## src/fps_pkg.sv

```systemverilog
// fps_pkg: constants shared by the flash power-state sequencer ends
// assumes a single 50 MHz system clock on both ends
package fps_pkg;
   localparam int CLK_MHZ               = 50;
   localparam int READ_ADMIT_US         = 70;
   localparam int PROGRAM_ADMIT_MS      = 3;
   localparam int DEEP_ENTER_US         = 2;
   localparam int ULTRA_ENTER_US        = 3;
   localparam int ULTRA_WAKE_LOW_NS     = 20;
   localparam int ULTRA_EXIT_US         = 70;
   localparam int RESUME_STANDBY_US     = 8;
   // the ns minimum rounds up to whole cycles; the us and ms times convert exactly, with no clamp
   localparam int READ_ADMIT_CYC        = READ_ADMIT_US * CLK_MHZ;
   localparam int PROGRAM_ADMIT_CYC     = PROGRAM_ADMIT_MS * 1000 * CLK_MHZ;
   localparam int DEEP_ENTER_CYC        = DEEP_ENTER_US * CLK_MHZ;
   localparam int ULTRA_ENTER_CYC       = ULTRA_ENTER_US * CLK_MHZ;
   localparam int ULTRA_WAKE_LOW_CYC    = (ULTRA_WAKE_LOW_NS * CLK_MHZ + 999) / 1000;
   localparam int ULTRA_EXIT_CYC        = ULTRA_EXIT_US * CLK_MHZ;
   localparam int RESUME_STANDBY_CYC    = RESUME_STANDBY_US * CLK_MHZ;
   localparam int CNT_W                 = 18;
   // power-down requests decoded by the command logic
   localparam logic [1:0] REQ_NONE      = 2'h0;
   localparam logic [1:0] REQ_DEEP      = 2'h1;
   localparam logic [1:0] REQ_ULTRA     = 2'h2;
   localparam logic [1:0] REQ_RESUME    = 2'h3;
   localparam logic [1:0] SPI_MODE_0    = 2'h0;
   localparam logic [1:0] SPI_MODE_3    = 2'h3;
endpackage

```

## src/fps_link_if.sv

```systemverilog
// fps_link_if: pins between the spi host and the flash power sequencer
// the host end resolves the data-out wire from so_oe_n
`timescale 1ns/1ns
`default_nettype none
interface fps_link_if;
   logic chip_select_n;
   logic sclk;
   logic so_out;
   logic so_oe_n;
   modport dev  (input chip_select_n, input sclk, output so_out, output so_oe_n);
   modport host (output chip_select_n, output sclk, input so_out, input so_oe_n);
endinterface
`default_nettype wire

```

## src/fps_device.sv

```systemverilog
// fps_device: power-state and power-up sequencing of a serial flash
// assumes pins arrive asynchronously and a 50 MHz clock; sys_rst models power-on reset
`timescale 1ns/1ns
`default_nettype none
module fps_device #(
   parameter int PROGRAM_ADMIT_CYC = fps_pkg::PROGRAM_ADMIT_CYC,
   parameter int ULTRA_EXIT_CYC    = fps_pkg::ULTRA_EXIT_CYC
) (
   // clock and reset
   input  wire logic       clk,
   input  wire logic       sys_rst,
   // link
   fps_link_if.dev         link,
   // command logic side
   input  wire logic [1:0] pd_req,
   input  wire logic       so_drive_req,
   input  wire logic       so_data,
   // status
   output var  logic       cmd_accept,
   output var  logic       program_admit,
   output var  logic       spi_mode3,
   output var  logic [6:0] power_state
);
   typedef enum logic [6:0] {
      ST_RESET   = 7'h01,
      ST_PUDELAY = 7'h02,
      ST_STANDBY = 7'h04,
      ST_ACTIVE  = 7'h08,
      ST_DEEP    = 7'h10,
      ST_ULTRA   = 7'h20,
      ST_WAKE    = 7'h40
   } fps_state_type;

   typedef struct packed {
      logic [1:0]               cs_sync;
      logic [1:0]               ck_sync;
      logic                     cs_prev;
      fps_state_type            state;
      logic [fps_pkg::CNT_W-1:0] pu_cnt;
      logic [fps_pkg::CNT_W-1:0] pd_cnt;
      logic [1:0]               pd_pend;
      logic                     armed;
      logic                     admit;
      logic                     mode3;
      logic                     so_q;
      logic                     so_oe_n;
   } fps_dev_type;

   fps_dev_type r_ff, nxt_r;
   logic        cs_n, cs_fall, cs_rise;

   assign link.so_out  = r_ff.so_q;
   assign link.so_oe_n = r_ff.so_oe_n;
   assign cmd_accept    = r_ff.armed;
   assign program_admit = r_ff.admit;
   assign spi_mode3     = r_ff.mode3;
   assign power_state   = r_ff.state;

   always_comb begin
      nxt_r = r_ff;
      nxt_r.cs_sync = {r_ff.cs_sync[0], link.chip_select_n};
      nxt_r.ck_sync = {r_ff.ck_sync[0], link.sclk};
      cs_n    = r_ff.cs_sync[1];
      cs_fall = r_ff.cs_prev & ~cs_n;
      cs_rise = ~r_ff.cs_prev & cs_n;
      nxt_r.cs_prev = cs_n;
      if (cs_fall) begin
         nxt_r.mode3 = r_ff.ck_sync[1];
      end
      if (r_ff.pu_cnt != fps_pkg::CNT_W'(PROGRAM_ADMIT_CYC)) begin
         nxt_r.pu_cnt = r_ff.pu_cnt + 1'b1;
      end else begin
         nxt_r.admit = 1'b1;
      end
      // output drives only while a command in the active state asks for it
      nxt_r.so_oe_n = ~(so_drive_req & ~cs_n & (r_ff.state == ST_ACTIVE) & r_ff.armed);
      nxt_r.so_q    = so_data;
      unique case (r_ff.state)
         ST_RESET: begin
            nxt_r.state = ST_PUDELAY;
         end
         ST_PUDELAY: begin
            if (nxt_r.admit) begin
               nxt_r.state = cs_n ? ST_STANDBY : ST_ACTIVE;
            end
         end
         ST_STANDBY: begin
            if (cs_fall) begin
               nxt_r.state = ST_ACTIVE;
               nxt_r.armed = 1'b1;
            end
         end
         ST_ACTIVE: begin
            // power-down request is taken once, at the select rise that ends the frame
            if (cs_rise) begin
               nxt_r.armed = 1'b0;
               if (pd_req == fps_pkg::REQ_DEEP || pd_req == fps_pkg::REQ_ULTRA) begin
                  nxt_r.pd_pend = pd_req;
                  nxt_r.pd_cnt  = '0;
               end else begin
                  nxt_r.state = ST_STANDBY;
               end
            end
            if (r_ff.pd_pend != fps_pkg::REQ_NONE) begin
               nxt_r.pd_cnt = r_ff.pd_cnt + 1'b1;
               if (r_ff.pd_pend == fps_pkg::REQ_DEEP
                   && r_ff.pd_cnt == fps_pkg::CNT_W'(fps_pkg::DEEP_ENTER_CYC - 2)) begin
                  nxt_r.state   = ST_DEEP;
                  nxt_r.pd_pend = fps_pkg::REQ_NONE;
               end
               if (r_ff.pd_pend == fps_pkg::REQ_ULTRA
                   && r_ff.pd_cnt == fps_pkg::CNT_W'(fps_pkg::ULTRA_ENTER_CYC - 2)) begin
                  nxt_r.state   = ST_ULTRA;
                  nxt_r.pd_pend = fps_pkg::REQ_NONE;
               end
            end
         end
         ST_DEEP: begin
            // only a resume command releases deep power-down
            if (cs_fall) begin
               nxt_r.armed = 1'b1;
            end
            if (cs_rise && r_ff.armed) begin
               nxt_r.armed = 1'b0;
               if (pd_req == fps_pkg::REQ_RESUME) begin
                  nxt_r.pd_pend = fps_pkg::REQ_RESUME;
                  nxt_r.pd_cnt  = '0;
               end
            end
            if (r_ff.pd_pend == fps_pkg::REQ_RESUME) begin
               nxt_r.pd_cnt = r_ff.pd_cnt + 1'b1;
               if (r_ff.pd_cnt == fps_pkg::CNT_W'(fps_pkg::RESUME_STANDBY_CYC - 2)) begin
                  nxt_r.state   = ST_STANDBY;
                  nxt_r.pd_pend = fps_pkg::REQ_NONE;
               end
            end
         end
         ST_ULTRA: begin
            if (cs_fall) begin
               nxt_r.state  = ST_WAKE;
               nxt_r.pd_cnt = '0;
            end
         end
         ST_WAKE: begin
            nxt_r.pd_cnt = r_ff.pd_cnt + 1'b1;
            if (r_ff.pd_cnt == fps_pkg::CNT_W'(ULTRA_EXIT_CYC - 1)) begin
               nxt_r.state = ST_STANDBY;
            end
         end
         default: begin
            nxt_r.state = ST_RESET;
         end
      endcase
   end

   always_ff @(posedge clk) begin
      if (sys_rst) begin
         r_ff         <= '0;
         r_ff.cs_sync <= 2'h3;
         r_ff.cs_prev <= 1'b1;
         r_ff.state   <= ST_RESET;
         r_ff.so_oe_n <= 1'b1;
      end else begin
         r_ff <= nxt_r;
      end
   end
endmodule // fps_device
`default_nettype wire

```

## src/flat_wrapper.sv

```systemverilog
// flat-port wrapper written by rule: the top's interface ports become plain ports
module fps_device_flat 
#(
   parameter int PROGRAM_ADMIT_CYC = fps_pkg::PROGRAM_ADMIT_CYC,
   parameter int ULTRA_EXIT_CYC    = fps_pkg::ULTRA_EXIT_CYC
)
  (clk, sys_rst, pd_req, so_drive_req, so_data, cmd_accept, program_admit, spi_mode3, power_state, link_chip_select_n, link_sclk, link_so_out, link_so_oe_n);
  fps_link_if link_i ();
  input  wire logic clk;
  input  wire logic sys_rst;
  input  wire logic [1:0] pd_req;
  input  wire logic so_drive_req;
  input  wire logic so_data;
  output var  logic cmd_accept;
  output var  logic program_admit;
  output var  logic spi_mode3;
  output var  logic [6:0] power_state;
  input wire logic [$bits(link_i.chip_select_n)-1:0] link_chip_select_n;
  input wire logic [$bits(link_i.sclk)-1:0] link_sclk;
  output wire logic [$bits(link_i.so_out)-1:0] link_so_out;
  output wire logic [$bits(link_i.so_oe_n)-1:0] link_so_oe_n;
  assign link_i.chip_select_n = link_chip_select_n;
  assign link_i.sclk = link_sclk;
  assign link_so_out = link_i.so_out;
  assign link_so_oe_n = link_i.so_oe_n;
  fps_device #(.PROGRAM_ADMIT_CYC(PROGRAM_ADMIT_CYC), .ULTRA_EXIT_CYC(ULTRA_EXIT_CYC)) u_core (.clk(clk), .sys_rst(sys_rst), .link(link_i), .pd_req(pd_req), .so_drive_req(so_drive_req), .so_data(so_data), .cmd_accept(cmd_accept), .program_admit(program_admit), .spi_mode3(spi_mode3), .power_state(power_state));
endmodule
```

## config.mk

```make
export PLATFORM = sky130hd
export DESIGN_NAME = fps_device_flat
export DESIGN_NICKNAME = d
export VERILOG_FILES = /design/src/fps_pkg.sv /design/src/fps_link_if.sv /design/src/fps_device.sv /design/src/flat_wrapper.sv
export SDC_FILE = /design/constraint.sdc
export NUM_CORES = 1
export LEC_CHECK = 0
export BUFFER_PORTS_ARGS = -buffer_cell sky130_fd_sc_hd__buf_4
export CAP_MARGIN = 20
export CORE_ASPECT_RATIO = 1.5
export CORE_UTILIZATION = 60
export CTS_CLUSTER_DIAMETER = 80
export DETAILED_ROUTE_END_ITERATION = 10
export PLACE_DENSITY = 0.81
export SYNTH_ARGS = -nofsm -noshare
export SYNTH_HDL_FRONTEND = slang
export SYNTH_SLANG_ARGS = --single-unit
```

## constraint.sdc

```tcl
create_clock -name clk -period 6.6 [get_ports clk]
set_clock_uncertainty 0.15 [all_clocks]
set_input_delay 1.32 -clock clk [delete_from_list [all_inputs] [get_ports clk]]
set_output_delay 1.32 -clock clk [all_outputs]
set_load 0.005 [all_outputs]
```

== Word level (Yosys, flattened, before mapping) ==
Cells that the tools add are included.
Cells by class
  add/subtract/negate cells: 2
  $mul: 0
  div/mod/pow operators: 0
  magnitude comparators: 0
  equal/unequal tests: 29
  shift-type cells: 0
  multiplexer cells: 28
  bitwise logic cells: 8
  reduce and logical (&&, ||, !) cells: 11
Operators with widths (number)
  $mux W20: 4
  $mux W7: 11
  $pmux W18 S4: 1
  $pmux W7 S7: 1
  $mux W21: 2
  $add A18 B1 Y18 const B: 2
  $eq A18 B12 Y1 const B: 1
  $eq A18 B7 Y1 const B: 1
  $eq A18 B8 Y1 const B: 1
  $eq A18 B9 Y1 const B: 1
  $mux W18: 1
  $ne A18 B18 Y1 const B: 1
  $ne A2 B1 Y1 const B: 7
  $reduce_and A6 Y1: 2
  $eq A2 B2 Y1 const B: 4
  $eq A7 B1 Y1 const B: 1
  $eq A7 B2 Y1 const B: 1
  $eq A7 B3 Y1 const B: 1
  $eq A7 B4 Y1 const B: 1
  $eq A7 B5 Y1 const B: 1
  $eq A7 B6 Y1 const B: 1
  $eq A7 B7 Y1 const B: 1
  $mux W2: 3
  $ne A3 B1 Y1 const B: 2
  15 further kinds: 26
Storage, ports and cells
  bits in registers: 55
  bits in latches: 0
  bits in writable memories: 0
  bits in read-only memories: 0
  input port bits: 8
  logic and storage cells: 90
  memories: 0

== Depth between registers and ports, before layout ==
Gate-level depths: netlist of run 1.
  depth in word-level cells: 8
  depth in mapped cells: 9
  mapped depth without buffers: 8

== Worst setup path before layout of run 1 ==
No wires, ideal clock.
  kind: input to register
  start point: input port pd_req[0]
  end point: register u_core.r_ff[23] (netlist bit)
  library setup time: 0.115 ns
  arrival time: 2.835 ns
  setup slack: 3.500 ns
  cell stages on the path: 8
  buffers on the path: 1
  cell sequence: ha_1 > nand3b_1 > a211oi_1 > o211ai_2 > buf_2 > nor4_2 > xnor2_1 > nor2_1
Between the ends
  cells in the longest elaborated chain, start to end: 4
Ends and longest elaborated chain
  start, declared: RTL line flat_wrapper.sv:11  | input wire logic [1:0] pd_req;
  $eq A2 B1 Y1 / $eq A2 B2 Y1 (equally long branches): RTL line fps_device.sv:97  | if (pd_req == fps_pkg::REQ_DEEP || pd_req == fps_pkg::REQ_ULTRA) begin
  $logic_or A1 B1 Y1: RTL line fps_device.sv:97
  $ne A3 B3 Y1 (no line)
  $reduce_and A6 Y1 (no line) (*)
  end signal, assigned: RTL line fps_device.sv:164  | r_ff <= nxt_r;
  end, declared: RTL line fps_device.sv:49  | fps_dev_type r_ff, nxt_r;
Every way passes the cells marked *; elsewhere a longest branch is shown, timed or not.
A chain may end at the register's enable or synchronous reset.

== Worst setup path in the final report of run 1 ==
  start point: input port pd_req[0]
  end point: register u_core.r_ff[11] (netlist bit)
The elaborated chain is that of the path after synthesis.

==> impl_results.md, run 1 <==
* Status: finished, final reports clean
* Num Clock Sinks at 55
* Worst hold slack at 0.267 ns
* Routing usage on met1 at 24.5%
* H-tree depth at 2
* CP Launch Point: pd_req[0]
* Pin count of the biggest net entering global routing at 38
* Postcts setup bufs at 0
* Initial antenna violation count at 0
* CP max-delay cell: or2_1
* Starting Density at 63.9%
* Min cycle time layout at 3.40 ns
* Vias post-DR at 2449
* Max Freq at 295 MHz
* Worst path max stage delay at 0.51 ns
* Count leader, synth: nor2_1
* P_leak at 1.07 nW
* First-pass GRT wire length at 10.2 mm
* Number of global-route vias before repair at 2354
* Number of synthesis warnings at 0
* Setup violators final at 0
* Worst slack, placed at 2.88 ns
* Final Max Slew Viols at 0
* Nets at 377
* Antenna-violating nets left at 0
* Routed length per instance at 14.2 um
* Relative slew slack at 43.5%
* Die height at 87.9 um
* GR Util met2 at 49.2%
* Routability cong. at 0.907
* DP HPWL at 4.56 mm
* Share of cells above drive strength 1 at 11.3%
* CP top delay family: compound AO/OA/AOI/OAI gates
* IO Count at 20
* Setup CP Type: in -> reg
* R2R Path Start: u_core.power_state[4]
* Max IR drop VDD at 0.164 mV
* TritonCTS buffer count at 5
* RSZ-0062 raised after global routing: false
* DRT iter0 DRCs at 110
* Via/cell ratio at 5.72
* Largest fanout on the critical path at 19
* Min-delay worst type: reg -> reg
* WP buf/inv at 1
* Core box area at 4620 sq um
* Synth area leaders: dfxtp_1, nor2_1, xnor2_1
* Final Cycle Share at 51.4%
* Clk_lat worst skew at 0.31 ns
* Grt ovf at 0
* Max Buffers Root-to-Sink at 2
* DIE AREA at 5210 sq um
* Final hold viol count at 0
* Area Growth Syn to Fin at 6.58%
* CTS tree: built
* Tot GR Track Use at 25.7%
* Power density over the cells at 188 nW/um^2
* Sequential area share after synthesis at 37.3%
* Post-Route WL at 6.08 mm
* CP arrival at 3.43 ns
* Yosys cell types at 52
* Die W at 59.2 um
* Root Driver: clkbuf_8
* Pwr Total at 0.591 mW
* Mean Syn Cell Area at 8.19 sq um
* Min-delay src: u_core.nxt_r[54]
* DRT Pass-1 Iters at 4
* Area share of the largest cell type after synthesis at 37.3%
* PnR worst setup slack at 3.20 ns
* Post-route cell area at 3140 sq um
* DP Area at 3050 sq um
* Port buffer count at 19
* MaxCap Viol Count at 0
* Syn Inst Count at 360
* Post-CTS sizing at 0
* GRT busiest layer: met2
* Grt met3 use at 4.58%
* Cell chain of the critical path: buf_4 -> ha_1 -> nand3b_1 -> a211oi_1 -> o211ai_2 -> a31oi_1 -> or2_1 -> nor2_1
* Row cnt at 30
* Reg clk slew, reported paths at 0.09 ns
* Post-synth top cells: nor2_1, dfxtp_1, nand2_1
* Netlist Area Pre-Place at 2950 sq um
* EDFF count, synth at 0
* Crit path capture type: flop
* Seq cells post-synth at 55
* Largest area contributor in the netlist: dfxtp_1
* Top_reg_cell synth: dfxtp_1
* Crit path launch type: input pin
* Diode count at 0
* CTS Hold Buffers Added at 0
* WP data required at 6.63 ns
* Total negative slack at 0 ns
* Measured slew at the worst slew-check pin at 0.845 ns
* # DRC at 0
* Asr flop ratio synth at 0%
* Synthesized Nets at 374
[path summary, 6_finish.rpt]
kind                                        end  slack [ns]  cells after the start
worst max-delay path            u_core.r_ff[11]        3.20                      8
worst min-delay path                u_core.cs_n        0.27                      1
worst max register to register  u_core.r_ff[11]        3.86                      6
worst min register to register      u_core.cs_n        0.27                      1
[power by group]
part	internal [mW]	total (mW)	switching [mW]
clock	0.0760	0.189	0.113
sequential	0.338	0.347	0.00917
combinational	0.0263	0.0549	0.0287
[registers in the layout (all words and copies together) (netlist names)]
| register | count |
|---|---|
| u_core.spi_mode3 | 1 |
| u_core.cmd_accept | 1 |
| u_core.link.so_oe_n | 1 |
| u_core.nxt_r | 2 |
| u_core.program_admit | 1 |
| u_core.link.so_out | 1 |
| u_core.r_ff | 40 |
| u_core.cs_n | 1 |
| u_core.power_state | 7 |
[cells by family (layout without fill, tap and decap cells)]
logic type               count (synthesis)  after routing  synth area share, %
AO/OA/AOI/OAI                           32             32                 7.64
buffers and inverters                   30             34                 5.01
flip-flops                              55             55                 37.3
AND/OR/NAND/NOR                        198            198                 35.7
multiplexers                             3              3                 1.06
adder cells (fa/ha/maj)                  6              6                 2.55
XOR/XNOR                                36             36                 10.7
[layout by cell type (no fill, tap or decap), drive strengths merged, types with 3 or more instances in the layout]
cell type / count
a211oi: 4
a21oi: 9
and2: 3
and3: 5
buf: 19
clkbuf: 5
dfxtp: 55
ha: 6
inv: 8
nand2: 27
nand2b: 6
nand3: 23
nand4: 8
nor2: 56
nor2b: 6
nor3: 17
nor4: 15
nor4b: 4
o21ai: 7
or2: 5
or3: 6
or4: 6
xnor2: 22
xor2: 14
[per-stage QoR]
step / utilization, % / instances
6_report: 68.1 / 428
5_1_grt: 68.1 / 428
4_1_cts: 68.1 / 428
3_5_place_dp: 66.1 / 420
3_3_place_gp: 66.1 / 420
2_1_floorplan: - / 360
[area by class of cell]
type / count / area, sq um
fillers: 395 / 1470
flip-flops and latches: 55 / 1100
repair buffers: 19 / 143
clock buffers: 5 / 68.8
well taps: 64 / 80.1
multi-input cells: 275 / 1700
inverters: 7 / 26.3
clock inverters: 3 / 23.8
[per-layer routing]
layer | routed length [um] | vias up | part of all wire, %
met5 | 0 | - | 0
met4 | 265 | 0 | 4.4
met3 | 153 | 23 | 2.5
met2 | 3350 | 40 | 55
met1 | 2310 | 1121 | 38
li1 | - | 1265 | -
No activity file was read; power rests on OpenSTA's default activity.
==> inputs of run 2 (changes only) <==
==> constraint.sdc (replaced) <==
create_clock -name clk -period 3.21 [get_ports clk]
set_clock_uncertainty 0.15 [all_clocks]
set_input_delay 0.642 -clock clk [delete_from_list [all_inputs] [get_ports clk]]
set_output_delay 0.642 -clock clk [all_outputs]
set_load 0.005 [all_outputs]
==> run 2 against run 1 <==
  * Routed wire length increased by 3.2%
  * Via count grew 2.1%
  * Non-clock buffer count is 3 higher
  * First-iteration DRC count shrank 4.5%
  * Largest power group unchanged
  * Worst hold slack gained 0.0072 ns
  * Combinational power grew 110%
  * Power up 120%
  * Sequential share of layout area fell by 0.52 points
  * Cell count increased by 0.70%
  * Worst setup slack worse by 2.5 ns
  * Count of clock-buffer cells in the layout grew 1
==> impl_results.md, run 2 (synthesized netlist as in run 1, its figures left out) <==
* Measured slew at the worst slew-check pin at 0.558 ns (-0.287 ns)
* Largest fanout on the critical path at 13 (-6)
* Most frequent cells in the layout: nor2_1, dfxtp_1, nand2_1
* Pwr Total at 1.30 mW (+120%)
* CTS tree: built
* DIE AREA at 5210 sq um (unchanged)
* Max FFs per register at 40 (unchanged)
* WP data required at 3.26 ns (-3.37 ns)
* Final core area utilization at 69.1% (+1.0 points)
* RSZ-0062 raised after global routing: false
* H-tree depth at 2 (unchanged)
* Power density over the cells at 408 nW/um^2 (+120%)
* Vias post-DR at 2501 (+2.1%)
* Pin count of the biggest net entering global routing at 38 (unchanged)
* Row cnt at 30 (unchanged)
* Max Buffers Root-to-Sink at 2 (unchanged)
* Routability cong. at 0.923 (+1.7%)
* DRT Pass-1 Iters at 4 (unchanged)
* Die W at 59.2 um (unchanged)
* Min-delay src: u_core.nxt_r[54]
* # DRC at 0 (unchanged)
* DP HPWL at 4.69 mm (+2.9%)
* Total negative slack at 0 ns (unchanged)
* Final hold viol count at 0 (unchanged)
* Tot GR Track Use at 26.4% (+0.70 points)
* Port buffer count at 19 (unchanged)
* Antenna-violating nets left at 0 (unchanged)
* Hold Crit Depth at 1 (unchanged)
* Crit path launch type: flop
* Via/cell ratio at 5.80 (+1.4%)
* Core box area at 4620 sq um (unchanged)
* CP arrival at 2.53 ns (-0.90 ns)
* Share of cells above drive strength 1 at 12.0% (+0.73 points)
* Max Freq at 403 MHz
* Postcts setup bufs at 0 (unchanged)
* DRT iter0 DRCs at 105 (-4.5%)
* Min cycle time layout at 2.48 ns
* Largest Register: u_core.r_ff
* CTS Hold Buffers Added at 0 (unchanged)
* Setup CP Type: reg -> reg
* Reg2Reg Depth at 7 (+1)
* Post-CTS sizing at 0 (unchanged)
* Num Clock Sinks at 55 (unchanged)
* Starting Density at 63.9% (unchanged)
* TritonCTS buffer count at 5 (unchanged)
* Clk_lat worst skew at 0.30 ns (about the same)
* Max IR drop VDD at 0.253 mV (+54%)
* P_leak at 1.11 nW (+3.2%)
* Root Driver: clkbuf_8
* Status: finished, final reports clean
* First-pass GRT wire length at 10.5 mm (+3.1%)
* Post-route cell area at 3190 sq um (+1.5%)
* R2R Path Start: u_core.power_state[4]
* Reg clk slew, reported paths at 0.09 ns (about the same)
* Relative slew slack at 62.5% (+19 points)
* FF-to-FF End: u_core.r_ff[20]
* Hold Path Sink: u_core.cs_n
* IO Count at 20 (unchanged)
* DP Area at 3070 sq um (+0.74%)
* Min-delay worst type: reg -> reg
* MaxCap Viol Count at 0 (unchanged)
* Die height at 87.9 um (unchanged)
* Number of global-route vias before repair at 2415 (+2.6%)
* Area Growth Syn to Fin at 8.19%
* Initial antenna violation count at 0 (unchanged)
* Crit path capture type: flop
* Post-Route WL at 6.28 mm (+3.2%)
* Post-placement cell count at 423 (+0.71%)
* Commonest non-fill, non-tap cell in the layout: nor2_1
* Final Cycle Share at 77.3%
* Cell Count, Final, Fillers Out at 431 (+0.70%)
* Setup violators final at 0 (unchanged)
* Grt ovf at 0 (unchanged)
* Diode count at 0 (unchanged)
* Final Max Slew Viols at 0 (unchanged)
* Worst reg2reg setup slack at 0.73 ns (-3.13 ns)
* Nets at 380 (+0.80%)
* Routed length per instance at 14.6 um (+2.5%)
-- run 2: changes by cell type in the layout (fill, tap and decap cells not counted) --
cell	change
buf_4	+3
bufinv_16	+1
clkbuf_8	+1
inv_6	-1
clkinv_2	+1
clkinvlp_4	-2
-- run 2: final cells by class --
type,instances,area (sq um)
Fill cell,384,1430
Tap cell,64,80.1
Inverter,7,26.3
Timing Repair Buffer,22,165
Multi-Input combinational cell,275,1700
Sequential cell,55,1100
Clock inverter,2,35.0
Clock buffer,6,82.6
-- run 2: worst max path at each step --
| stage | from | end | slack (ns) | cells after the start |
|---|---|---|---|---|
| floorplan | pd_req[0] | u_core.r_ff[23] | 0.79 | 8 |
| global placement | pd_req[0] | u_core.r_ff[20] | 0.45 | 9 |
| detailed placement | pd_req[0] | u_core.r_ff[20] | 0.42 | 9 |
| CTS | u_core.power_state[4] | u_core.r_ff[20] | 0.73 | 7 |
| global route | u_core.power_state[4] | u_core.r_ff[22] | 0.56 | 7 |
| finish | u_core.power_state[4] | u_core.r_ff[20] | 0.73 | 7 |
-- run 2: where the power goes --
group	total, mW	switching (mW)	internal, mW
sequential	0.714	0.0193	0.694
combinational	0.117	0.0591	0.0578
clock	0.470	0.218	0.253
-- run 2: worst max-delay path, stage by stage, from the launching register on --
cell,delay (ns)
dfxtp_1,0.44
or3_1,0.48
a211oi_1,0.25
o211ai_2,0.24
buf_4,0.26
nor4_1,0.35
xnor2_1,0.16
nor2_1,0.05
-- run 2: per-layer routing --
| layer | global-route usage, % | vias to the layer above | routed length (um) |
|---|---|---|---|
| met5 | 0 | - | 0 |
| met2 | 52.7 | 41 | 3590 |
| met4 | 13.4 | 0 | 146 |
| li1 | - | 1257 | - |
| met1 | 25.0 | 1192 | 2420 |
| met3 | 3.40 | 11 | 128 |
-- run 2: metrics by stage --
| step | hold WS (ns) | setup WS, ns |
|---|---|---|
| after floorplan | 0.239 | 0.788 |
| after global placement | 0.246 | 0.454 |
| after detailed placement | 0.247 | 0.417 |
| after CTS | 0.269 | 0.734 |
| after global routing | 0.297 | 0.563 |
| final | 0.274 | 0.728 |
==> inputs of run 3 (changes only) <==
--- a/config.mk
+++ b/config.mk
@@ -8,10 +8,10 @@
 export BUFFER_PORTS_ARGS = -buffer_cell sky130_fd_sc_hd__buf_4
 export CAP_MARGIN = 20
 export CORE_ASPECT_RATIO = 1.5
-export CORE_UTILIZATION = 60
+export CORE_UTILIZATION = 54
 export CTS_CLUSTER_DIAMETER = 80
 export DETAILED_ROUTE_END_ITERATION = 10
-export PLACE_DENSITY = 0.81
+export PLACE_DENSITY = 0.77
 export SYNTH_ARGS = -nofsm -noshare
 export SYNTH_HDL_FRONTEND = slang
 export SYNTH_SLANG_ARGS = --single-unit
==> constraint.sdc (replaced) <==
create_clock -name clk -period 2.1 [get_ports clk]
set_clock_uncertainty 0.15 [all_clocks]
set_input_delay 0.42 -clock clk [delete_from_list [all_inputs] [get_ports clk]]
set_output_delay 0.42 -clock clk [all_outputs]
set_load 0.005 [all_outputs]
==> run 3 against run 2 <==
  * The flow now finishes with violations (negative setup slack)
  * Sequential share of layout area is 5.4 points lower
  * Highest routed layer unchanged
  * Fmax is 4.2% higher
  * Sequential cell count stayed put
  * Non-clock buffer count is 45 higher
  * Cell count is 11% higher
  * Critical path type unchanged
  * Largest cell class unchanged
==> impl_results.md, run 3 (synthesized netlist as in run 1, its figures left out) <==
* Most frequent cells in the layout: buf_4, nor2_1, dfxtp_1
* Reg clk slew, reported paths at 0.11 ns (+0.02 ns)
* Max IR drop VDD at 0.509 mV (+100%)
* Max Freq at 420 MHz (+4.2%)
* Final hold viol count at 0 (unchanged)
* Failing checks: negative setup slack
* Setup CP Type: reg -> reg
* Power density over the cells at 508 nW/um^2 (+25%)
* Max Buffers Root-to-Sink at 2 (unchanged)
* CP arrival at 2.49 ns (-0.04 ns)
* Routability cong. at 0.879 (-4.8%)
* MaxCap Viol Count at 0 (unchanged)
* Pwr Total at 1.96 mW (+51%)
* Row cnt at 32 (+6.7%)
* Largest fanout on the critical path at 2 (-11)
* Vias post-DR at 2864 (+15%)
* First-pass GRT wire length at 12.6 mm (+21%)
* Routed length per instance at 17.8 um (+22%)
* CTS tree: built
* Root Driver: clkbuf_8
* Setup violators final at 24 (+24)
* Measured slew at the worst slew-check pin at 0.546 ns (-0.0124 ns)
* Via/cell ratio at 5.97 (+2.8%)
* Crit path launch type: flop
* Clk_lat worst skew at 0.32 ns (+0.02 ns)
* Tot GR Track Use at 27.3% (+0.89 points)
* Relative slew slack at 63.3% (+0.84 points)
* Max FFs per register at 40 (unchanged)
* IO Count at 20 (unchanged)
* TritonCTS buffer count at 5 (unchanged)
* DP Area at 3430 sq um (+12%)
* Number of global-route vias before repair at 2841 (+18%)
* Grt ovf at 0 (unchanged)
* Final Cycle Share at 113% (+36 points)
* CTS Hold Buffers Added at 0 (unchanged)
* Status: finished, violations left
* Die W at 62.3 um (+5.2%)
* Final Max Slew Viols at 0 (unchanged)
* Largest Register: u_core.r_ff
* Commonest non-fill, non-tap cell in the layout: buf_4
* DP HPWL at 5.37 mm (+14%)
* Antenna-violating nets left at 0 (unchanged)
* Initial antenna violation count at 0 (unchanged)
* RSZ-0062 raised after global routing: true
* Die height at 92.5 um (+5.3%)
* Pin count of the biggest net entering global routing at 26 (-32%)
* Post-placement cell count at 467 (+10%)
* Core box area at 5200 sq um (+13%)
* DRT Pass-1 Iters at 4 (unchanged)
* Worst reg2reg setup slack at -0.28 ns (-1.01 ns)
* Starting Density at 56.7% (-7.2 points)
* Nets at 425 (+12%)
* PnR worst setup slack at -0.282 ns (-1.01 ns)
* Num Clock Sinks at 55 (unchanged)
* Post-Route WL at 8.54 mm (+36%)
* Post-route cell area at 3860 sq um (+21%)
* Share of cells above drive strength 1 at 32.0% (+20 points)
* Diode count at 0 (unchanged)
* Cell Count, Final, Fillers Out at 480 (+11%)
* Port buffer count at 19 (unchanged)
* P_leak at 1.46 nW (+32%)
* Min-delay worst type: in -> reg
* WP data required at 2.21 ns (-1.05 ns)
* Crit path capture type: flop
* # DRC at 0 (unchanged)
* DRT iter0 DRCs at 277 (+160%)
* Area Growth Syn to Fin at 30.8%
* Min cycle time layout at 2.38 ns (-0.0996 ns)
* Filler cells at 375 (-2.3%)
* Final core area utilization at 74.1% (+5.0 points)
* DIE AREA at 5770 sq um (+11%)
* H-tree depth at 2 (unchanged)
run 3: cell types whose count changed in the layout (fill, tap and decap cells not counted), sizes merged:
cell | before | now
buf | 22 | 66
bufinv | 1 | 0
clkinv | 1 | 2
clkbuf | 6 | 5
inv | 7 | 8
bufbuf | 0 | 1
run 3: critical path, cell delays in order, from the launching register on:
cell and delay (ns):
dfxtp_2 0.34, or4_4 0.57, or3b_4 0.41, buf_4 0.17, o21ai_0 0.38, nand4_1 0.15, a21oi_1 0.17
run 3: final timing paths:
| kind | from | endpoint | depth (start not counted) |
|---|---|---|---|
| min reg2reg | u_core.nxt_r[54] | u_core.cs_n | 1 |
| min | link_chip_select_n | u_core.nxt_r[54] | 2 |
| max reg2reg | u_core.r_ff[19] | u_core.power_state[2] | 6 |
| max | u_core.r_ff[19] | u_core.power_state[2] | 6 |
run 3: area by class of cell:
type	instances	area (sq um)	area share (%)
clock buffers	5	68.8	1.78
clock inverters	3	28.8	0.746
flip-flops and latches	55	1120	29.1
well taps	68	85.1	2.21
multi-input cells	275	1960	50.9
inverters	7	26.3	0.681
repair buffers	67	563	14.6
run 3: where the power goes:
group | total, mW | leakage, nW | internal (mW) | switching (mW)
Clock | 0.631 | 0.0502 | 0.248 | 0.383
Sequential | 1.08 | 0.450 | 1.06 | 0.0223
Combinational | 0.245 | 0.963 | 0.125 | 0.120
Total | 1.96 | 1.46 | 1.44 | 0.526
run 3: per-layer routing:
metal	wire, um	global-route usage, %	vias to the layer above	part of all wire (%)
met1	3110	28.3	1358	36
met2	4580	51.7	107	54
met4	510	16.1	0	6.0
met3	330	3.45	46	3.9
li1	-	-	1353	-
met5	0	0	-	0
run 3: stage by stage:
step                setup TNS [ns]  hold slack (ns)  worst slack [ns]
detailed placement           -4.92            0.246            -0.301
finish                       -3.75            0.124            -0.282
CTS                          -1.18            0.119            -0.161
global placement             -4.37            0.243            -0.220
global route                 -5.59            0.105            -0.378
floorplan                  -0.0829            0.239           -0.0248
run 3: repair_timing:
action | in CTS | in global routing
buffers inserted | 1 | 2
setup endpoints to repair | 25 | 27
cloned | 1 | 1
pin swaps | 3 | 25
resized for setup | 14 | 47
